File: src/hdl/secf_pkg.sv
// Constants, carriers and states for the secure card access flag block
package secf_pkg;

  localparam int ADDR_W = 11;
  localparam int CODE_W = 16;
  localparam int ATT_W  = 16;
  localparam int FLAG_N = 5;

  typedef logic [ADDR_W-1:0] secf_addr_t;

  // ****************************************
  // Card bit addresses
  // ****************************************
  localparam secf_addr_t CODE_FIRST   = 11'h050;
  localparam secf_addr_t CODE_LAST    = 11'h05F;
  localparam secf_addr_t ATT_FIRST    = 11'h060;
  localparam secf_addr_t ATT_TRY_LAST = 11'h067;
  localparam secf_addr_t ATT_LAST     = 11'h06F;
  localparam secf_addr_t Z1W_BIT      = 11'h0B0;
  localparam secf_addr_t Z1R_BIT      = 11'h0B1;
  localparam secf_addr_t Z1_FIRST     = 11'h0B0;
  localparam secf_addr_t Z1_LAST      = 11'h2AF;
  localparam secf_addr_t Z2W_BIT      = 11'h2E0;
  localparam secf_addr_t Z2R_BIT      = 11'h2E1;
  localparam secf_addr_t Z2_FIRST     = 11'h2E0;
  localparam secf_addr_t Z2_LAST      = 11'h4DF;
  localparam int         ATT_TRIES    = 8;

  // ****************************************
  // Reset values
  // ****************************************
  localparam logic [CODE_W-1:0] CODE_RST = 16'hFFFF;
  localparam logic [ATT_W-1:0]  ATT_RST  = 16'hFFFF;
  localparam logic [3:0]        ZONE_RST = 4'h0;
  localparam logic              MODE_RST = 1'h0;

  // ****************************************
  // Register map and status layout
  // ****************************************
  localparam logic [4:0] REG_CTRL    = 5'h00;
  localparam logic [4:0] REG_CODE    = 5'h04;
  localparam logic [4:0] REG_ATTEMPT = 5'h08;
  localparam logic [4:0] REG_ZONE    = 5'h0C;
  localparam logic [4:0] REG_STATUS  = 5'h10;
  localparam int ST_FLAGS  = 0;
  localparam int ST_LOCKED = 5;
  localparam int ST_RESULT = 6;
  localparam int ST_RVALID = 7;
  localparam int ST_ADDR   = 16;

  // ****************************************
  // Carriers and states
  // ****************************************
  typedef struct packed {
    logic addr_reset;
    logic step;
    logic prog;
    logic data;
  } secf_pins_t;

  typedef struct packed {
    logic zone_two_read_flag;
    logic zone_two_write_flag;
    logic zone_one_read_flag;
    logic zone_one_write_flag;
    logic security_pass_flag;
  } secf_flags_t;

  typedef enum logic [1:0] {
    SEQ_IDLE,
    SEQ_CODE,
    SEQ_READY,
    SEQ_WRITTEN
  } secf_seq_t;

endpackage

File: src/hdl/secf_access_flags.sv
// Secure card access flags: code check, attempt counter, zone gating, Avalon-MM slave
`timescale 1ns/1ps
module secf_access_flags (
  input  wire logic        clock_i,
  input  wire logic        rst_i,
  input  wire logic        ce_i,
  input  wire logic        card_step_i,
  input  wire logic        card_addr_reset_i,
  input  wire logic        card_prog_i,
  input  wire logic        io_i,
  output logic             io_o,
  output logic             io_oe_o,
  output logic             zone_read_ok_o,
  output logic             zone_write_ok_o,
  output logic [4:0]       flags_o,
  output logic             locked_o,
  input  wire logic [4:0]  avs_address_i,
  input  wire logic        avs_read_i,
  input  wire logic        avs_write_i,
  input  wire logic [31:0] avs_writedata_i,
  input  wire logic [3:0]  avs_byteenable_i,
  output logic [31:0]      avs_readdata_o,
  output logic             avs_waitrequest_o
);

  // ****************************************
  // Pin synchronisation and event decode
  // ****************************************
  secf_pkg::secf_pins_t pins_raw;
  secf_pkg::secf_pins_t pins_s;
  logic                 step_prev_r;

  assign pins_raw = '{addr_reset: card_addr_reset_i, step: card_step_i, prog: card_prog_i, data: io_i};

  secf_sync #(
    .WIDTH ($bits(secf_pkg::secf_pins_t))
  ) u_sync (
    .clock_i (clock_i),
    .rst_i   (rst_i),
    .ce_i    (ce_i),
    .async_i (pins_raw),
    .sync_o  (pins_s)
  );

  always_ff @(posedge clock_i) begin
    if (rst_i) begin
      step_prev_r <= 1'b0;
    end else if (ce_i) begin
      step_prev_r <= pins_s.step;
    end
  end

  // Address reset dominates; programming edges do not advance the address
  wire step_rise = pins_s.step && !step_prev_r && !pins_s.addr_reset;
  wire ev_step   = step_rise && !pins_s.prog;
  wire ev_write  = step_rise && pins_s.prog && !pins_s.data;
  wire ev_erase  = step_rise && pins_s.prog && pins_s.data;

  // ****************************************
  // State
  // ****************************************
  secf_pkg::secf_addr_t       addr_r;
  secf_pkg::secf_addr_t       addr_nxt;
  logic [secf_pkg::CODE_W-1:0] code_r;
  logic [secf_pkg::ATT_W-1:0]  att_r;
  logic [secf_pkg::ATT_W-1:0]  att_nxt;
  logic [3:0]                  zone_ctl_r;
  logic [3:0]                  zone_ctl_nxt;
  logic                        mode2_r;
  logic                        mismatch_r;
  logic                        mismatch_nxt;
  logic                        result_r;
  logic                        result_nxt;
  logic                        rvalid_r;
  logic                        rvalid_nxt;
  secf_pkg::secf_seq_t         seq_r;
  secf_pkg::secf_seq_t         seq_nxt;
  secf_pkg::secf_flags_t       flags;

  // ****************************************
  // Address decode
  // ****************************************
  wire [3:0] code_idx  = 4'(addr_r - secf_pkg::CODE_FIRST);
  wire [3:0] att_idx   = 4'(addr_r - secf_pkg::ATT_FIRST);
  wire in_code         = addr_r >= secf_pkg::CODE_FIRST && addr_r <= secf_pkg::CODE_LAST;
  wire in_try          = addr_r >= secf_pkg::ATT_FIRST && addr_r <= secf_pkg::ATT_TRY_LAST;
  wire in_att          = addr_r >= secf_pkg::ATT_FIRST && addr_r <= secf_pkg::ATT_LAST;
  wire in_z1           = addr_r >= secf_pkg::Z1_FIRST && addr_r <= secf_pkg::Z1_LAST;
  wire in_z2           = addr_r >= secf_pkg::Z2_FIRST && addr_r <= secf_pkg::Z2_LAST;
  wire at_z1w          = addr_r == secf_pkg::Z1W_BIT;
  wire at_z1r          = addr_r == secf_pkg::Z1R_BIT;
  wire at_z2w          = addr_r == secf_pkg::Z2W_BIT;
  wire at_z2r          = addr_r == secf_pkg::Z2R_BIT;
  wire locked          = att_r[secf_pkg::ATT_TRIES-1:0] == '0;
  wire code_bit_bad    = pins_s.data != code_r[code_idx];

  // ****************************************
  // Access permissions
  // ****************************************
  wire z1_wr_ok = mode2_r ? (flags.zone_one_write_flag && flags.security_pass_flag)
                          : flags.security_pass_flag;
  wire z2_wr_ok = mode2_r ? (flags.zone_two_write_flag && flags.security_pass_flag)
                          : flags.security_pass_flag;
  wire z1_rd_ok = flags.zone_one_read_flag || flags.security_pass_flag;
  wire z2_rd_ok = flags.zone_two_read_flag || flags.security_pass_flag;
  wire rd_ok    = in_z1 ? z1_rd_ok : (in_z2 ? z2_rd_ok : 1'b1);
  wire wr_ok    = in_z1 ? z1_wr_ok : (in_z2 ? z2_wr_ok : 1'b0);

  // Zone control bits live inside the zones, so the same gating covers them
  wire [3:0] zone_sel = {at_z2r, at_z2w, at_z1r, at_z1w};
  // Code bits stay hidden until the pass flag is up
  wire data_bit = in_code ? (flags.security_pass_flag && code_r[code_idx]) :
                  in_att  ? att_r[att_idx] :
                  (|zone_sel) ? (rd_ok && |(zone_ctl_r & zone_sel)) : 1'b0;

  // ****************************************
  // Flags
  // ****************************************
  wire valid_erase = ev_erase && seq_r == secf_pkg::SEQ_WRITTEN && in_try;
  wire pass_ok     = valid_erase && !mismatch_r && !locked;
  logic [4:0] flag_set;

  assign flag_set[0] = pass_ok;
  assign flag_set[1] = at_z1w && zone_ctl_r[0];
  assign flag_set[2] = at_z1r && zone_ctl_r[1];
  assign flag_set[3] = at_z2w && zone_ctl_r[2];
  assign flag_set[4] = at_z2r && zone_ctl_r[3];

  // Reset only clears these; nothing else can
  for (genvar g = 0; g < secf_pkg::FLAG_N; g++) begin : g_flag
    secf_sticky u_flag (
      .clock_i (clock_i),
      .rst_i   (rst_i),
      .ce_i    (ce_i),
      .set_i   (flag_set[g]),
      .flag_o  (flags[g])
    );
  end

  // ****************************************
  // Code check and validation sequence
  // ****************************************
  always_comb begin
    seq_nxt      = seq_r;
    mismatch_nxt = mismatch_r;
    result_nxt   = result_r;
    rvalid_nxt   = rvalid_r;
    addr_nxt     = addr_r;
    att_nxt      = att_r;
    zone_ctl_nxt = zone_ctl_r;
    if (pins_s.addr_reset) begin
      addr_nxt   = '0;
      seq_nxt    = secf_pkg::SEQ_IDLE;
      rvalid_nxt = 1'b0;
    end else if (ev_step) begin
      addr_nxt   = addr_r + 11'h001;
      rvalid_nxt = 1'b0;
      case (seq_r)
        secf_pkg::SEQ_IDLE: begin
          if (addr_r == secf_pkg::CODE_FIRST) begin
            seq_nxt      = secf_pkg::SEQ_CODE;
            mismatch_nxt = code_bit_bad;
          end
        end
        secf_pkg::SEQ_CODE: begin
          mismatch_nxt = mismatch_r || code_bit_bad;
          if (addr_r == secf_pkg::CODE_LAST) begin
            seq_nxt = secf_pkg::SEQ_READY;
          end
        end
        secf_pkg::SEQ_READY: begin
          // Searching for a 1 is allowed only inside the try bits
          if (!in_try || addr_r == secf_pkg::ATT_TRY_LAST) begin
            seq_nxt = secf_pkg::SEQ_IDLE;
          end
        end
        default: begin
          seq_nxt = secf_pkg::SEQ_IDLE;
        end
      endcase
    end else if (ev_write) begin
      if (in_att) begin
        att_nxt[att_idx] = 1'b0;
      end
      if (wr_ok) begin
        zone_ctl_nxt = zone_ctl_r & ~zone_sel;
      end
      if (seq_r == secf_pkg::SEQ_READY && in_try && att_r[att_idx]) begin
        seq_nxt = secf_pkg::SEQ_WRITTEN;
      end else begin
        seq_nxt = secf_pkg::SEQ_IDLE;
      end
    end else if (ev_erase) begin
      seq_nxt    = secf_pkg::SEQ_IDLE;
      result_nxt = pass_ok;
      rvalid_nxt = in_att;
      if (pass_ok) begin
        att_nxt = secf_pkg::ATT_RST;
      end
    end
  end

  always_ff @(posedge clock_i) begin
    if (rst_i) begin
      seq_r      <= secf_pkg::SEQ_IDLE;
      mismatch_r <= 1'b0;
      result_r   <= 1'b0;
      rvalid_r   <= 1'b0;
      addr_r     <= '0;
    end else if (ce_i) begin
      seq_r      <= seq_nxt;
      mismatch_r <= mismatch_nxt;
      result_r   <= result_nxt;
      rvalid_r   <= rvalid_nxt;
      addr_r     <= addr_nxt;
    end
  end

  // ****************************************
  // Avalon-MM slave, one wait state
  // ****************************************
  logic [31:0] rdata_nxt;
  wire         bus_req  = avs_read_i || avs_write_i;
  wire         bus_wr   = avs_write_i && !avs_waitrequest_o;
  wire [31:0]  be_mask  = {{8{avs_byteenable_i[3]}}, {8{avs_byteenable_i[2]}},
                           {8{avs_byteenable_i[1]}}, {8{avs_byteenable_i[0]}}};
  wire         wr_ctrl  = bus_wr && avs_address_i == secf_pkg::REG_CTRL;
  wire         wr_code  = bus_wr && avs_address_i == secf_pkg::REG_CODE;
  wire         wr_att   = bus_wr && avs_address_i == secf_pkg::REG_ATTEMPT;
  wire         wr_zone  = bus_wr && avs_address_i == secf_pkg::REG_ZONE;
  wire [31:0]  wmask    = avs_writedata_i & be_mask;

  always_comb begin
    rdata_nxt = 32'h0000_0000;
    case (avs_address_i)
      secf_pkg::REG_CTRL:    rdata_nxt[0]     = mode2_r;
      secf_pkg::REG_CODE:    rdata_nxt[15:0]  = code_r;
      secf_pkg::REG_ATTEMPT: rdata_nxt[15:0]  = att_r;
      secf_pkg::REG_ZONE:    rdata_nxt[3:0]   = zone_ctl_r;
      secf_pkg::REG_STATUS: begin
        rdata_nxt[secf_pkg::ST_FLAGS +: 5]              = flags;
        rdata_nxt[secf_pkg::ST_LOCKED]                  = locked;
        rdata_nxt[secf_pkg::ST_RESULT]                  = result_r;
        rdata_nxt[secf_pkg::ST_RVALID]                  = rvalid_r;
        rdata_nxt[secf_pkg::ST_ADDR +: secf_pkg::ADDR_W] = addr_r;
      end
      default:               rdata_nxt = 32'h0000_0000;
    endcase
  end

  // Bus writes land after card updates; software owns personalisation
  always_ff @(posedge clock_i) begin
    if (rst_i) begin
      avs_waitrequest_o <= 1'b1;
      avs_readdata_o    <= 32'h0000_0000;
      mode2_r           <= secf_pkg::MODE_RST;
      code_r            <= secf_pkg::CODE_RST;
      att_r             <= secf_pkg::ATT_RST;
      zone_ctl_r        <= secf_pkg::ZONE_RST;
    end else if (ce_i) begin
      avs_waitrequest_o <= !(bus_req && avs_waitrequest_o);
      if (bus_req && avs_waitrequest_o) begin
        avs_readdata_o <= rdata_nxt;
      end
      mode2_r    <= (wr_ctrl && avs_byteenable_i[0]) ? avs_writedata_i[0] : mode2_r;
      code_r     <= wr_code ? ((code_r & ~be_mask[15:0]) | wmask[15:0]) : code_r;
      att_r      <= wr_att ? ((att_nxt & ~be_mask[15:0]) | wmask[15:0]) : att_nxt;
      zone_ctl_r <= (wr_zone && avs_byteenable_i[0]) ? avs_writedata_i[3:0] : zone_ctl_nxt;
    end
  end

  // ****************************************
  // Card side outputs
  // ****************************************
  always_ff @(posedge clock_i) begin
    if (rst_i) begin
      io_o            <= 1'b0;
      io_oe_o         <= 1'b0;
      zone_read_ok_o  <= 1'b0;
      zone_write_ok_o <= 1'b0;
      flags_o         <= '0;
      locked_o        <= 1'b0;
    end else if (ce_i) begin
      io_o            <= rvalid_r ? result_r : data_bit;
      io_oe_o         <= !pins_s.prog;
      zone_read_ok_o  <= rd_ok;
      zone_write_ok_o <= wr_ok;
      flags_o         <= flags;
      locked_o        <= locked;
    end
  end
endmodule

File: src/hdl/secf_sync.sv
// Two-stage synchroniser for card pins
`timescale 1ns/1ps
module secf_sync #(
  parameter int WIDTH = 4
) (
  input  wire logic             clock_i,
  input  wire logic             rst_i,
  input  wire logic             ce_i,
  input  wire logic [WIDTH-1:0] async_i,
  output logic      [WIDTH-1:0] sync_o
);
  logic [WIDTH-1:0] meta_r;

  always_ff @(posedge clock_i) begin
    if (rst_i) begin
      meta_r <= '0;
      sync_o <= '0;
    end else if (ce_i) begin
      meta_r <= async_i;
      sync_o <= meta_r;
    end
  end
endmodule

File: src/hdl/secf_sticky.sv
// Power-held flag: set by an event, cleared only by reset
`timescale 1ns/1ps
module secf_sticky (
  input  wire logic clock_i,
  input  wire logic rst_i,
  input  wire logic ce_i,
  input  wire logic set_i,
  output logic      flag_o
);
  always_ff @(posedge clock_i) begin
    if (rst_i) begin
      flag_o <= 1'b0;
    end else if (ce_i && set_i) begin
      flag_o <= 1'b1;
    end
  end
endmodule

File: config.mk
export PLATFORM = sky130hd
export DESIGN_NAME = secf_access_flags
export DESIGN_NICKNAME = d
export VERILOG_FILES = /design/src/hdl/secf_pkg.sv /design/src/hdl/secf_access_flags.sv /design/src/hdl/secf_sync.sv /design/src/hdl/secf_sticky.sv
export SDC_FILE = /design/constraint.sdc
export NUM_CORES = 1
export LEC_CHECK = 0
export BUFFER_PORTS_ARGS = -buffer_cell sky130_fd_sc_hd__buf_4
export CORE_UTILIZATION = 45
export CTS_BUF_LIST = sky130_fd_sc_hd__clkbuf_2
export DETAILED_ROUTE_END_ITERATION = 10
export PLACE_DENSITY = 0.66
export SLEW_MARGIN = 20
export SYNTH_ARGS = -nofsm -noshare
export SYNTH_HDL_FRONTEND = slang
export SYNTH_HIERARCHICAL = 1
export SYNTH_SLANG_ARGS = --single-unit
File: constraint.sdc
create_clock -name clock_i -period 5.1 [get_ports clock_i]
set_clock_uncertainty 0.2 [all_clocks]
set_input_delay 0.255 -clock clock_i [delete_from_list [all_inputs] [get_ports clock_i]]
set_output_delay 0.255 -clock clock_i [all_outputs]
set_load 0.1 [all_outputs]
==> impl_metrics.ini <==
[timing]
tns_ns = 0
rsz0062_at_grt = false
tightest_slew_ns = 0.982
fin_worst_hold_slack_ns = 0.0363
setup_ws_ns = 1.94
layout_min_cycle_time_ns = 3.16
setup_viol = 0
finalHoldViolations = 0
post-route-period-util_pct = 62.0
relSlewSlack_pct = 34.4
slew_violations = 0
max_freq_ghz = 0.316

[worst_setup_path]
cp-startpoint = addr_r[1]
crit_required_ns = 5.47
r2r_start = addr_r[1]
critPathCaptureType = flip-flop
reg2reg_depth = 6
path_class = reg2reg
path_max_fanout = 18
r2r_end = att_r[9]
critical_path.startpoint_type = flip-flop
critPathArrivalTime_ns = 3.53
reg2reg_setup_slack_ns = 1.94
crit_end = att_r[9]

[grt]
grt_antenna_before_repair = 0
grt_max_degree = 77
grt_pass1_wl_um = 25800
overflow = 0
grt_pass1_vias = 4964
grt_usage_pct = 26.5

[clock_tree]
cts_buffers = 9
clkSinkCount = 105
clock_latency_ns = 0.64
post_cts_buffers = 0
cts_tree = done
clk_path_buf_depth = 2
htreeDepth = 3
cts_root_buf = clkbuf_2
cts.clk_slew.worst_paths_ns = 0.28

[job]
maxCapViolCount = 0

[yosys]
synthesis.area_um2 = 5360
synth-async-reset-ratio_pct = 0
ys_seq_area_share_pct = 39.2
syn_inst = 656
synth_top_flop_cell = dfxtp_1
synth_edf_count = 0
yosys_register_bits = 105
syn_area_per_cell_um2 = 8.17
ys_types = 63
synth_warnings = 6

[floorplanning]
rows = 39
fp.coreArea_um2 = 11500
fp.dieW_um = 111
start_util_pct = 46.6
ios = 93
fp.dieH_um = 111
die_area_um2 = 12400

[placement]
dp_cells = 819
io_buffers = 69
pre_cts_ws_ns = 1.83
hpwl_um = 11000
finalWeightedCongestion = 0.895

[route]
routed_wl_um = 16000
first_pass_iters = 9
avgViaCountPerCell = 6.06
drc = 8
vias = 5275
dr.first_iter.drc_count = 464
wire_per_inst_um = 18.4
ant_nets = 0

[pwr]
p_total_w = 0.00148
powerDensity_nw_per_um2 = 235
p_leak_nw = 2.41
ir_drop_v = 0.000186

[final_layout]
diodes = 0
stdcell_count = 871
nets = 777
areaGrowthSynthToFinish_pct = 17.9
fillers = 1091
mostFrequentLayoutCells = dfxtp_1 (105), nor2_1 (78), buf_4 (72)
layout_commonest_cell = dfxtp_1
drive_gt1_share_pct = 13.5

[outcome]
failed_checks = DRC
run_status = complete, but fails checks

[min_path]
hp-class = in2reg
-- worst min path at each step --
stage	start	end	slack [ns]	cells past startpoint
global placement	avs_readdata_o[17]	avs_readdata_o[17]	0.24	2
CTS	avs_address_i[4]	att_r[1]	0.006	5
detailed placement	avs_readdata_o[16]	avs_readdata_o[16]	0.24	2
floorplan	rst_i	g_flag[0].u_flag/flag_o	0.13	1
finish	avs_address_i[4]	att_r[1]	0.04	5
global route	avs_address_i[4]	att_r[1]	0.09	5
-- area by class of cell --
cell class / instances / area, um^2 / share of cell area [%]
Timing Repair Buffer: 108 / 901 / 14.3
Multi-Input combinational cell: 490 / 2990 / 47.3
Clock inverter: 7 / 67.6 / 1.07
Sequential cell: 105 / 2100 / 33.3
Inverter: 9 / 33.8 / 0.535
Clock buffer: 9 / 45.0 / 0.713
Tap cell: 143 / 179 / 2.83
-- critical path: stages (launching register included) --
cell	delay (ns)
dfxtp_1	0.93
ha_1	0.56
or2_2	0.22
and3_1	0.50
and3_1	0.27
o21ai_1	0.07
a221o_1	0.37
-- kinds of logic (layout without fill, tap and decap cells) --
| family | Yosys count | after routing | synth area share, % |
|---|---|---|---|
| AO/OA/AOI/OAI | 164 | 164 | 19.6 |
| XOR/XNOR | 8 | 8 | 1.31 |
| adder cells (fa/ha/maj) | 4 | 4 | 0.934 |
| buffers and inverters | 65 | 133 | 5.27 |
| flip-flops | 105 | 105 | 39.2 |
| multiplexers | 46 | 46 | 9.78 |
| other | 1 | 5 | 0.0699 |
| AND/OR/NAND/NOR | 263 | 263 | 23.9 |
-- cell usage after synthesis (all sizes together), types with 2 or more instances --
cell | instances | share of area (%)
a211oi | 4 | 0.56
a21o | 2 | 0.28
a21oi | 64 | 6.0
a221oi | 9 | 1.5
a222oi | 8 | 1.5
a22o | 9 | 1.5
a22oi | 6 | 0.84
a31oi | 7 | 0.82
a32oi | 3 | 0.49
and2 | 5 | 0.58
and3 | 12 | 1.4
and3b | 4 | 0.65
buf | 20 | 2.1
clkbuf | 36 | 2.5
dfxtp | 105 | 39
ha | 4 | 0.93
inv | 9 | 0.63
mux2i | 40 | 7.5
mux4 | 5 | 2.1
nand2 | 61 | 4.3
nand2b | 7 | 0.82
nand3 | 36 | 3.4
nand4 | 7 | 0.82
nor2 | 78 | 5.5
nor2b | 8 | 0.93
nor3 | 24 | 2.5
nor3b | 3 | 0.42
nor4 | 3 | 0.35
nor4b | 3 | 0.49
nor4bb | 2 | 0.37
o2111ai | 2 | 0.33
o211ai | 5 | 0.70
o21ai | 30 | 2.8
o22ai | 3 | 0.35
o31ai | 2 | 0.28
or3 | 3 | 0.35
or4 | 3 | 0.49
xnor2 | 3 | 0.49
xor2 | 5 | 0.82
-- per-layer routing --
layer	wire length (um)	global-route usage, %	up-vias
met5	0	0	-
met4	529	12.4	0
met3	983	4.21	41
met2	7570	43.9	199
met1	6970	33.7	2536
li1	-	-	2499
-- what timing repair did --
item                                   CTS  global route
gates resized for setup                  0             0
endpoints found under the hold margin   82             0
hold buffers                            36             0
-- power breakdown --
part / leakage, nW / switching (W) / internal (W)
Combinational: 1.48 / 0.000147 / 0.0000724
Clock: 0.0762 / 0.000292 / 0.000114
Sequential: 0.853 / 0.0000171 / 0.000840
Total: 2.41 / 0.000456 / 0.00103
-- per-stage QoR --
stage / util (%) / instance area, um^2
after floorplan: - / 5380
after global placement: 50.8 / 5850
after detailed placement: 50.8 / 5850
after CTS: 54.9 / 6320
after global routing: 54.9 / 6320
final: 54.9 / 6320
(Power assumes the default switching activity.)
